## src/ppsc_pkg.sv

```systemverilog
// Constants and types for the port pin state control block.
// Assumes a single system clock and that system state is decoded upstream.
//
// Functional notes
// Hold: inputs float, outputs keep last level
// Reset output low only on watchdog reset
// Modes 1-4 upper address: L/T/T/address
// Mode 5 port 5 follows direction bits; code floats every pin in standby
// Strobes high in reset, float otherwise idle
// Bus request floats in standby if released
// Bus acknowledge high in standby if enabled
// Bus acknowledge general I/O or low-released
// Refresh strobe toggles in standby when enabled
// Refresh strobe high while released when enabled
// Refresh pin refresh output or general I/O
// Upper chip selects high/float standby, hold released
// Chip select zero low/float standby, hold released
// Chip select zero output or input; reset low
// Port A 6..4 address or I/O by enable
// Port A 7..4 standby follows direction bits
// Port A 7..4 release follows timer and direction
// Port 7 low pins input only always
// Hardware standby floats every controlled pin
package ppsc_pkg;

  // System states, decoded by the system controller
  typedef enum logic [2:0] {
    PPSC_ST_RESET = 3'h0,
    PPSC_ST_HWSTBY = 3'h1,
    PPSC_ST_SWSTBY = 3'h2,
    PPSC_ST_BUSREL = 3'h3,
    PPSC_ST_RUN    = 3'h4
  } ppsc_state_t;

  // Operating mode width and mode codes
  localparam int unsigned PPSC_MODE_W = 3;
  localparam logic [2:0] PPSC_MODE_5 = 3'h5;
  localparam logic [2:0] PPSC_MODE_3 = 3'h3;
  localparam logic [2:0] PPSC_MODE_4 = 3'h4;

  // Pin group widths
  localparam int unsigned PPSC_P5_W  = 4;
  localparam int unsigned PPSC_CSU_W = 3;
  localparam int unsigned PPSC_PA_W  = 4;
  localparam int unsigned PPSC_P7_W  = 6;
  localparam int unsigned PPSC_STB_W = 4;

  // Reset value of all held output levels
  localparam logic PPSC_HOLD_RST = 1'b0;

endpackage

```

## src/ppsc_top.sv

```systemverilog
// Pin driver/enable decision for ports 5 to 8 and port A upper pins.
// Assumes system state, mode and enables are synchronous to clk.
`timescale 1ns/1ps
module ppsc_top
  import ppsc_pkg::*;
(
  input  wire logic                   clk,
  input  wire logic                   reset_n,
  input  wire ppsc_state_t            sys_state,        // Current system state
  input  wire logic [PPSC_MODE_W-1:0] op_mode,          // Operating mode 1..7
  input  wire logic                   watchdog_reset,   // Reset caused by watchdog_counter
  input  wire logic                   bus_release_enable,
  input  wire logic                   refresh_strobe_enable,
  input  wire logic [2:0]             upper_address_enable, // Bits for PA6..PA4
  input  wire logic [PPSC_P5_W-1:0]   p5_ddr,
  input  wire logic [PPSC_P5_W-1:0]   p5_gpio_out,
  input  wire logic [PPSC_P5_W-1:0]   addr_hi,          // Address bits 19..16
  input  wire logic [PPSC_STB_W-1:0]  strobe_val,       // Address, read, high, low write
  input  wire logic                   p61_ddr,
  input  wire logic                   p61_gpio_out,
  input  wire logic                   p62_ddr,
  input  wire logic                   p62_gpio_out,
  input  wire logic                   bus_ack_val,      // Acknowledge level from controller
  input  wire logic                   p80_ddr,
  input  wire logic                   p80_gpio_out,
  input  wire logic                   refresh_strobe_val,
  input  wire logic [PPSC_CSU_W-1:0]  csu_ddr,
  input  wire logic [PPSC_CSU_W-1:0]  chip_select_upper_val,
  input  wire logic                   cs_zero_ddr,
  input  wire logic                   chip_select_zero_val,
  input  wire logic [PPSC_PA_W-1:0]   pa_ddr,           // PA7..PA4
  input  wire logic [PPSC_PA_W-1:0]   pa_gpio_out,
  input  wire logic [PPSC_PA_W-1:0]   pa_timer_oe,      // timer_unit output enables
  input  wire logic [PPSC_PA_W-1:0]   pa_timer_val,
  input  wire logic [PPSC_PA_W-1:0]   addr_top,         // Address bits 23..20
  output logic      [PPSC_P5_W-1:0]   p5_o,
  output logic      [PPSC_P5_W-1:0]   p5_oe,
  output logic      [PPSC_STB_W-1:0]  strobe_o,
  output logic      [PPSC_STB_W-1:0]  strobe_oe,
  output logic                        p61_oe,
  output logic                        p61_o,
  output logic                        p62_o,
  output logic                        p62_oe,
  output logic                        p80_o,
  output logic                        p80_oe,
  output logic      [PPSC_CSU_W-1:0]  csu_o,
  output logic      [PPSC_CSU_W-1:0]  csu_oe,
  output logic                        cs_zero_o,
  output logic                        cs_zero_oe,
  output logic      [PPSC_PA_W-1:0]   pa_o,
  output logic      [PPSC_PA_W-1:0]   pa_oe,
  output logic      [PPSC_P7_W-1:0]   p7_oe,
  output logic                        reset_output_o,
  output logic                        reset_output_oe
);

  // State decode
  logic st_rst, st_hw, st_sw, st_rel; // Decoded system state flags
  logic ext_bus;  // Modes 1 to 5
  logic m14;      // Modes 1 to 4
  logic m5;
  logic m34;
  assign st_rst  = (sys_state == PPSC_ST_RESET);
  assign st_hw   = (sys_state == PPSC_ST_HWSTBY);
  assign st_sw   = (sys_state == PPSC_ST_SWSTBY);
  assign st_rel  = (sys_state == PPSC_ST_BUSREL);
  assign m5      = (op_mode == PPSC_MODE_5);
  assign m34     = (op_mode == PPSC_MODE_3) || (op_mode == PPSC_MODE_4);
  assign m14     = (op_mode != 3'h0) && (op_mode < PPSC_MODE_5);
  assign ext_bus = m14 || m5;

  // Combinational next pin levels and enables
  logic [PPSC_P5_W-1:0]  p5_d, p5_oe_d;
  logic [PPSC_STB_W-1:0] stb_d, stb_oe_d;
  logic                  p61_d, p61_oe_d, p62_d, p62_oe_d, p80_d, p80_oe_d;
  logic [PPSC_CSU_W-1:0] csu_d, csu_oe_d;
  logic                  cs_zero_d, cs_zero_oe_d;
  logic [PPSC_PA_W-1:0]  pa_d, pa_oe_d;
  logic                  rst_out_d, rst_out_oe_d;

  // Port 5 address pins, one per bit
  genvar gi;
  generate
    for (gi = 0; gi < PPSC_P5_W; gi++)
    begin : g_p5
      always_comb
      begin
        // Hold default: keep level, float inputs
        p5_d[gi]    = p5_o[gi];
        p5_oe_d[gi] = p5_oe[gi] & p5_ddr[gi];
        if (st_hw)
        begin
          p5_oe_d[gi] = 1'b0;
        end
        else if (m14)
        begin
          p5_d[gi]    = st_rst ? 1'b0 : addr_hi[gi];
          p5_oe_d[gi] = st_rst || (sys_state == PPSC_ST_RUN);
        end
        else if (m5)
        begin
          if (st_rst || st_rel || (st_sw && p5_ddr[gi]))
            p5_oe_d[gi] = 1'b0;
          else if (sys_state == PPSC_ST_RUN)
          begin
            p5_d[gi]    = addr_hi[gi];
            p5_oe_d[gi] = p5_ddr[gi];
          end
        end
        else if (st_rst)
          p5_oe_d[gi] = 1'b0;
        else if (sys_state == PPSC_ST_RUN)
        begin
          p5_d[gi]    = p5_gpio_out[gi];
          p5_oe_d[gi] = p5_ddr[gi];
        end
      end
    end
  endgenerate

  // Strobes, bus request, bus acknowledge, refresh pin
  always_comb
  begin
    stb_d    = strobe_o;
    stb_oe_d = strobe_oe;
    p61_d    = p61_o;
    p61_oe_d = p61_oe & p61_ddr;
    p62_d    = p62_o;
    p62_oe_d = p62_oe & p62_ddr;
    p80_d    = p80_o;
    p80_oe_d = p80_oe & p80_ddr;
    if (st_hw || st_rst)
    begin
      stb_oe_d = {PPSC_STB_W{1'b0}};
      p61_oe_d = 1'b0;
      p62_oe_d = 1'b0;
      p80_oe_d = 1'b0;
      if (st_rst && ext_bus)
      begin
        stb_d    = {PPSC_STB_W{1'b1}};
        stb_oe_d = {PPSC_STB_W{1'b1}};
      end
    end
    else if (ext_bus)
    begin
      if (st_sw || st_rel)
        stb_oe_d = {PPSC_STB_W{1'b0}};
      else
      begin
        stb_d    = strobe_val;
        stb_oe_d = {PPSC_STB_W{1'b1}};
      end
      // Bus request is input-side; floats in release or enabled standby
      if (st_rel || (st_sw && bus_release_enable))
        p61_oe_d = 1'b0;
      else if (!st_sw)
      begin
        p61_d    = p61_gpio_out;
        p61_oe_d = p61_ddr & ~bus_release_enable;
      end
      // Bus acknowledge
      if (st_rel)
      begin
        p62_d    = 1'b0;
        p62_oe_d = 1'b1;
      end
      else if (st_sw && bus_release_enable)
      begin
        p62_d    = 1'b1;
        p62_oe_d = 1'b1;
      end
      else if (!st_sw)
      begin
        p62_d    = bus_release_enable ? bus_ack_val : p62_gpio_out;
        p62_oe_d = bus_release_enable | p62_ddr;
      end
      // Refresh strobe
      if (refresh_strobe_enable && st_sw)
      begin
        p80_d    = refresh_strobe_val;
        p80_oe_d = 1'b1;
      end
      else if (refresh_strobe_enable && st_rel)
      begin
        p80_d    = 1'b1;
        p80_oe_d = 1'b1;
      end
      else if (!st_sw && !st_rel)
      begin
        p80_d    = refresh_strobe_enable ? refresh_strobe_val : p80_gpio_out;
        p80_oe_d = refresh_strobe_enable | p80_ddr;
      end
    end
    else if (!st_sw && !st_rel)
    begin
      // Single-chip modes: plain I/O while running
      stb_oe_d = {PPSC_STB_W{1'b0}};
      p61_d    = p61_gpio_out;
      p61_oe_d = p61_ddr;
      p62_d    = p62_gpio_out;
      p62_oe_d = p62_ddr;
      p80_d    = p80_gpio_out;
      p80_oe_d = p80_ddr;
    end
  end

  // Chip selects
  always_comb
  begin
    csu_d    = csu_o;
    csu_oe_d = csu_oe & csu_ddr;
    cs_zero_d    = cs_zero_o;
    cs_zero_oe_d = cs_zero_oe & cs_zero_ddr;
    if (st_hw || (st_rst && !m14))
    begin
      csu_oe_d = {PPSC_CSU_W{1'b0}};
      cs_zero_oe_d = 1'b0;
    end
    else if (st_rst)
    begin
      csu_oe_d = {PPSC_CSU_W{1'b0}};
      cs_zero_d    = 1'b0;
      cs_zero_oe_d = 1'b1;
    end
    else if (st_sw)
    begin
      if (m14)
      begin
        csu_d    = {PPSC_CSU_W{1'b1}};
        csu_oe_d = csu_ddr;
      end
      if (ext_bus)
      begin
        cs_zero_d    = 1'b0;
        cs_zero_oe_d = cs_zero_ddr;
      end
    end
    else if (!st_rel)
    begin
      csu_d    = chip_select_upper_val;
      csu_oe_d = csu_ddr;
      cs_zero_d    = chip_select_zero_val;
      cs_zero_oe_d = cs_zero_ddr;
    end
  end

  // Port A upper pins: index 3 is PA7, 2..0 are PA6..PA4
  always_comb
  begin
    pa_d    = pa_o;
    pa_oe_d = pa_oe & pa_ddr;
    if (st_hw || st_rst)
      pa_oe_d = {PPSC_PA_W{1'b0}};
    else if (m34 && st_sw)
    begin
      pa_d    = pa_gpio_out;
      pa_oe_d = pa_ddr;
    end
    else if (m34 && st_rel)
    begin
      pa_d    = (pa_timer_oe & pa_timer_val) | (~pa_timer_oe & pa_gpio_out);
      pa_oe_d = pa_timer_oe | pa_ddr;
    end
    else if (m34 && !st_sw && !st_rel)
    begin
      pa_d[3]    = addr_top[3];
      pa_oe_d[3] = 1'b1;
      for (int i = 0; i < 3; i++)
      begin
        pa_d[i]    = upper_address_enable[i] ? pa_gpio_out[i] : addr_top[i];
        pa_oe_d[i] = upper_address_enable[i] ? pa_ddr[i] : 1'b1;
      end
    end
    else if (!st_sw && !st_rel)
    begin
      pa_d    = pa_gpio_out;
      pa_oe_d = pa_ddr;
    end
  end

  // Reset output only ever pulls low, and only for a watchdog reset
  assign rst_out_d    = 1'b0;
  assign rst_out_oe_d = st_rst && watchdog_reset;

  // Registered pin drivers; reset floats everything
  always_ff @(posedge clk or negedge reset_n)
  begin
    if (!reset_n)
    begin
      p5_o <= {PPSC_P5_W{PPSC_HOLD_RST}};
      p5_oe <= '0;
      strobe_o <= {PPSC_STB_W{PPSC_HOLD_RST}};
      strobe_oe <= '0;
      p61_o <= PPSC_HOLD_RST;
      p61_oe <= 1'b0;
      p62_o <= PPSC_HOLD_RST;
      p62_oe <= 1'b0;
      p80_o <= PPSC_HOLD_RST;
      p80_oe <= 1'b0;
      csu_o <= {PPSC_CSU_W{PPSC_HOLD_RST}};
      csu_oe <= '0;
      cs_zero_o <= PPSC_HOLD_RST;
      cs_zero_oe <= 1'b0;
      pa_o <= {PPSC_PA_W{PPSC_HOLD_RST}};
      pa_oe <= '0;
      reset_output_o <= 1'b0;
      reset_output_oe <= 1'b0;
    end
    else
    begin
      p5_o <= p5_d;
      p5_oe <= p5_oe_d;
      strobe_o <= stb_d;
      strobe_oe <= stb_oe_d;
      p61_o <= p61_d;
      p61_oe <= p61_oe_d;
      p62_o <= p62_d;
      p62_oe <= p62_oe_d;
      p80_o <= p80_d;
      p80_oe <= p80_oe_d;
      csu_o <= csu_d;
      csu_oe <= csu_oe_d;
      cs_zero_o <= cs_zero_d;
      cs_zero_oe <= cs_zero_oe_d;
      pa_o <= pa_d;
      pa_oe <= pa_oe_d;
      reset_output_o <= rst_out_d;
      reset_output_oe <= rst_out_oe_d;
    end
  end

  // Port 7 low pins never drive
  assign p7_oe = {PPSC_P7_W{1'b0}};
endmodule

```

## config.mk

```make
export PLATFORM = sky130hd
export DESIGN_NAME = ppsc_top
export DESIGN_NICKNAME = d
export VERILOG_FILES = /design/src/ppsc_pkg.sv /design/src/ppsc_top.sv
export SDC_FILE = /design/constraint.sdc
export NUM_CORES = 1
export LEC_CHECK = 0
export ABC_CLOCK_PERIOD_IN_PS = 1300
export BUFFER_PORTS_ARGS = -buffer_cell sky130_fd_sc_hd__buf_2
export CAP_MARGIN = 20
export CORE_MARGIN = 1.5
export CORE_UTILIZATION = 49
export DETAILED_ROUTE_END_ITERATION = 7
export GPL_ROUTABILITY_DRIVEN = 0
export PLACE_DENSITY = 0.9
export SLEW_MARGIN = 15
export SYNTH_ARGS = -nofsm -noshare
export SYNTH_HDL_FRONTEND = slang
export SYNTH_SLANG_ARGS = --single-unit
```

## constraint.sdc

```tcl
create_clock -name clk -period 1.3 [get_ports clk]
set_input_delay 0.065 -clock clk [delete_from_list [all_inputs] [get_ports clk]]
set_output_delay 0.065 -clock clk [all_outputs]
set_load 0.005 [all_outputs]
```

==> metrics.md <==
| Metric | Value |
|---|---|
| Critical path endpoint category | register |
| Crit path required time | between 1 and 1.5 ns |
| Inserted Diodes | 0 |
| CP Launch Type | input pin |
| Iteration-0 DRC Markers | 232 |
| Detailed-route wire length per cell | 15.48 µm |
| DRC viols | 0 |
| Area after DPL | ~2900 µm² |
| Post-synth ARST share | 100.0% |
| Syn Std Cell Area | 2147 µm² |
| Switching component of the power | between 800 and 900 µW |
| Internal power | about 2.1 mW |
| Switching Fraction | between 20% and 30% |
| Worst Setup Path Type | in -> reg |
| Power Dens Cells | 984.3 nW/µm² |
| Detailed-route via count | ~2300 |
| Status | complete, no violations |
| IR drop worst, VDD | 0.9222 mV |
| Largest fanout of any net on the critical path | 5 |
| Initial core utilization | ~52% |
| Worst Hold Launch | strobe_val[1] |
| Number of pins with negative max-slew slack in the final report | 0 |
| Maximum clock frequency | ~900 MHz |
| Fin worst setup slack | 0.1854 ns |
| Pwr Total | 2.972 mW |
| IO Pins | between 100 and 150 |
| Maximum number of pins on one net before global-route repair | 20 |
| Final total negative setup slack | 0 ns |
| Number of buffers on the longest clock path | 2 |
| Utilization after layout | 73.37% |
| Synthesis warning total | 0 |
| Post-Syn Area per Cell | 9.376 µm² |
| Num rows | 23 |
| Leakage component of the power | approximately 1.5 nW |
| Final number of setup-violating endpoints | 0 |
| Share of post-route cells with drive strength above 1 | between 40% and 50% |
| Sequential-to-total area share from yosys stat | a little over two fifths |
| EDFF count, synth | 0 |
| Number of distinct library cells after synthesis | between 50 and 60 |
| Minimum period implied by the final worst setup slack | 1.115 ns |
| Clk sinks | 36 |
| Die extent in x | about 70 µm |
| Relative contribution of sequential cells to total power | 44.3% |
| Area added between synthesis and finish | 40.62% |
| Launching point of the worst reg2reg path | cs_zero_oe |
| Setup slack at placement | -0.1064 ns |
| Cell count after synthesis | 229 |
| Setup repair after global routing missed its margin | no |
| Root buffer cell | sky130_fd_sc_hd__clkbuf_8 |
| Insertion delay of the later-clocked pin in the worst-skew pair | about 0.29 ns |
| Fraction of the cycle the final worst path needs | a little under nine tenths |
| GR Util All Layers | between 20% and 30% |
| Die outline height | approximately 69 µm |
| MaxCap Viol Count | 0 |
| Startpoint of the most critical setup path | op_mode[1] |
| Worst relative slew slack | 61.31% |
| Remaining Overflow, GRT | 0 |
| Transition time of the tightest slew-check pin | 0.5804 ns |
| DP HPWL | 4987 µm |
| Most common cell after layout, fill and taps aside | sky130_fd_sc_hd__buf_2 |
| Number of antenna violations at the first check in global routing | 0 |
| Inserted Clock Buffers | 5 |
| Residual antenna-violating net count after detailed routing | 0 |
| Fin Clk Skew | 0 ns |
| Top_reg_cell synth | sky130_fd_sc_hd__dfrtp_1 |
| Net total in the final layout | 430 |
| Total wire length after detailed routing | 6423 µm |
| Worst hold-check path type | in -> reg |
| CTS tree | yes |
| Reg clk slew, reported paths | ~0.070 ns |
| Die footprint | 4788 µm² |
| Detailed-route vias per instance | 5.593 |
| Worst Path Arrival | 1.29 ns |
| Global-route wire length before repair | 10280 µm |
| Flip-flop and latch count after synthesis | 36 |
| Number of global-route vias before repair | ~2300 |
| Highest-count cells in the layout ignoring fill and taps | sky130_fd_sc_hd__buf_2 (104), sky130_fd_sc_hd__buf_4 (38), sky130_fd_sc_hd__dfrtp_1 (36) |
| Cell area after layout | 3019 µm² |
| CTS HTree Levels | 2 |
| Combinational group share of total power | 27.7% |
| Number of optimization iterations in the first detailed-route pass | 5 |
| Core Footprint | roughly 4000 µm² |
| Fraction of power consumed by the clock network | 28.0% |
| Number of buffers inserted by port buffering | 104 |
| Count of final hold-check violations | 0 |
## metal layers
layer  GRT usage [%]  up-vias  routed length, µm
li1                -     1097                  -
met1           33.46     1103               2637
met2           45.30      110               3239
met3           5.378       11                443
met4           8.715        0                102
met5               0        -                  0
## sequential cells by signal, indices dropped and copies added (netlist names), 3 cells and up
signal,flops
csu_o,3
csu_oe,3
p5_o,4
p5_oe,4
pa_o,4
pa_oe,4
strobe_o,4
## critical path: stages
cell,delay [ns]
sky130_fd_sc_hd__buf_2,0.14
sky130_fd_sc_hd__buf_4,0.16
sky130_fd_sc_hd__o21a_1,0.22
sky130_fd_sc_hd__nor3_1,0.19
sky130_fd_sc_hd__o22a_1,0.21
sky130_fd_sc_hd__mux2_4,0.30
## power groups by stage
stage	logic (mW)	clock network, mW	registers [mW]
final	0.823	0.831	1.32
after global routing	0.897	0.880	1.33
after CTS	0.823	0.839	1.32
after detailed placement	0.806	0	1.34
after global placement	0.777	0	1.33
after floorplan	0.392	0	1.35
## stage by stage
step           std cells  hold WS (ns)
6_report             415      0.008183
5_1_grt              415      0.001491
4_1_cts              415      0.003066
3_5_place_dp         402       0.03967
3_3_place_gp         402       0.03621
2_1_floorplan        235       -0.2306
## final timing paths
check,end,slack [ns],cells past startpoint
worst max-delay path,p5_o[3],0.19,6
worst min-delay path,strobe_o[1],0.008,2
worst max register to register,cs_zero_oe,0.43,3
worst min register to register,strobe_o[1],0.49,1
max in group asynchronous,p62_o,0.57,3
min in group asynchronous,strobe_o[1],0.26,2
## area by class of cell
| cell class | count | area, µm² |
|---|---|---|
| Multi-Input combinational cell | 165 | 1056 |
| Tap cell | 50 | 62.56 |
| Sequential cell | 36 | 900.9 |
| Clock buffer | 7 | 86.33 |
| Inverter | 8 | 30.03 |
| Timing Repair Buffer | 148 | 875.8 |
| Clock inverter | 1 | 7.507 |
| Fill cell | 305 | 1096 |
## what timing repair did
action | 4_1_cts | 5_1_grt
hold endpoints to repair | 22 | 0
gates resized for setup | 0 | 0
buffers inserted | 0 | 0
hold buffers | 5 | 0
## logic make-up (layout without fill, tap and decap cells)
logic type	Yosys count	after routing	synth area share [%]
DFF	36	36	41.96
AOI/OAI and AO/OA	87	87	26.57
other	1	7	0.1747
muxes	9	9	4.720
and+or+nand+nor	62	62	16.67
buffers and inverters	34	164	9.907
## cells in the mapped netlist (2+ instances only)
| cell type | number | share of area, % |
|---|---|---|
| sky130_fd_sc_hd__dfrtp_1 | 36 | 42 |
| sky130_fd_sc_hd__a21oi_1 | 23 | 5.4 |
| sky130_fd_sc_hd__o21ai_0 | 22 | 5.1 |
| sky130_fd_sc_hd__nand2_1 | 16 | 2.8 |
| sky130_fd_sc_hd__buf_4 | 11 | 3.8 |
| sky130_fd_sc_hd__inv_1 | 8 | 1.4 |
| sky130_fd_sc_hd__clkbuf_1 | 7 | 1.2 |
| sky130_fd_sc_hd__nor2_1 | 7 | 1.2 |
| sky130_fd_sc_hd__nor3_1 | 7 | 1.6 |
| sky130_fd_sc_hd__nand3_1 | 6 | 1.4 |
| sky130_fd_sc_hd__mux2_2 | 5 | 2.6 |
| sky130_fd_sc_hd__o22a_1 | 5 | 2.0 |
| sky130_fd_sc_hd__a21boi_0 | 4 | 1.4 |
| sky130_fd_sc_hd__buf_6 | 4 | 2.1 |
| sky130_fd_sc_hd__o211ai_1 | 4 | 1.4 |
| sky130_fd_sc_hd__a211oi_1 | 3 | 1.0 |
| sky130_fd_sc_hd__buf_2 | 3 | 0.70 |
| sky130_fd_sc_hd__mux2i_1 | 3 | 1.4 |
| sky130_fd_sc_hd__o22ai_1 | 3 | 0.87 |
| sky130_fd_sc_hd__a21o_1 | 2 | 0.70 |
| sky130_fd_sc_hd__a311oi_1 | 2 | 0.82 |
| sky130_fd_sc_hd__a41oi_1 | 2 | 0.82 |
| sky130_fd_sc_hd__nor2_2 | 2 | 0.58 |
| sky130_fd_sc_hd__nor2b_1 | 2 | 0.58 |
| sky130_fd_sc_hd__nor3b_1 | 2 | 0.70 |
| sky130_fd_sc_hd__nor4_1 | 2 | 0.58 |
| sky130_fd_sc_hd__o21a_1 | 2 | 0.70 |
| sky130_fd_sc_hd__o311ai_1 | 2 | 0.82 |
| sky130_fd_sc_hd__o31ai_1 | 2 | 0.70 |
| sky130_fd_sc_hd__or2_2 | 2 | 0.58 |
| sky130_fd_sc_hd__or4b_1 | 2 | 0.93 |
No activity file was read; power rests on OpenSTA's default activity.
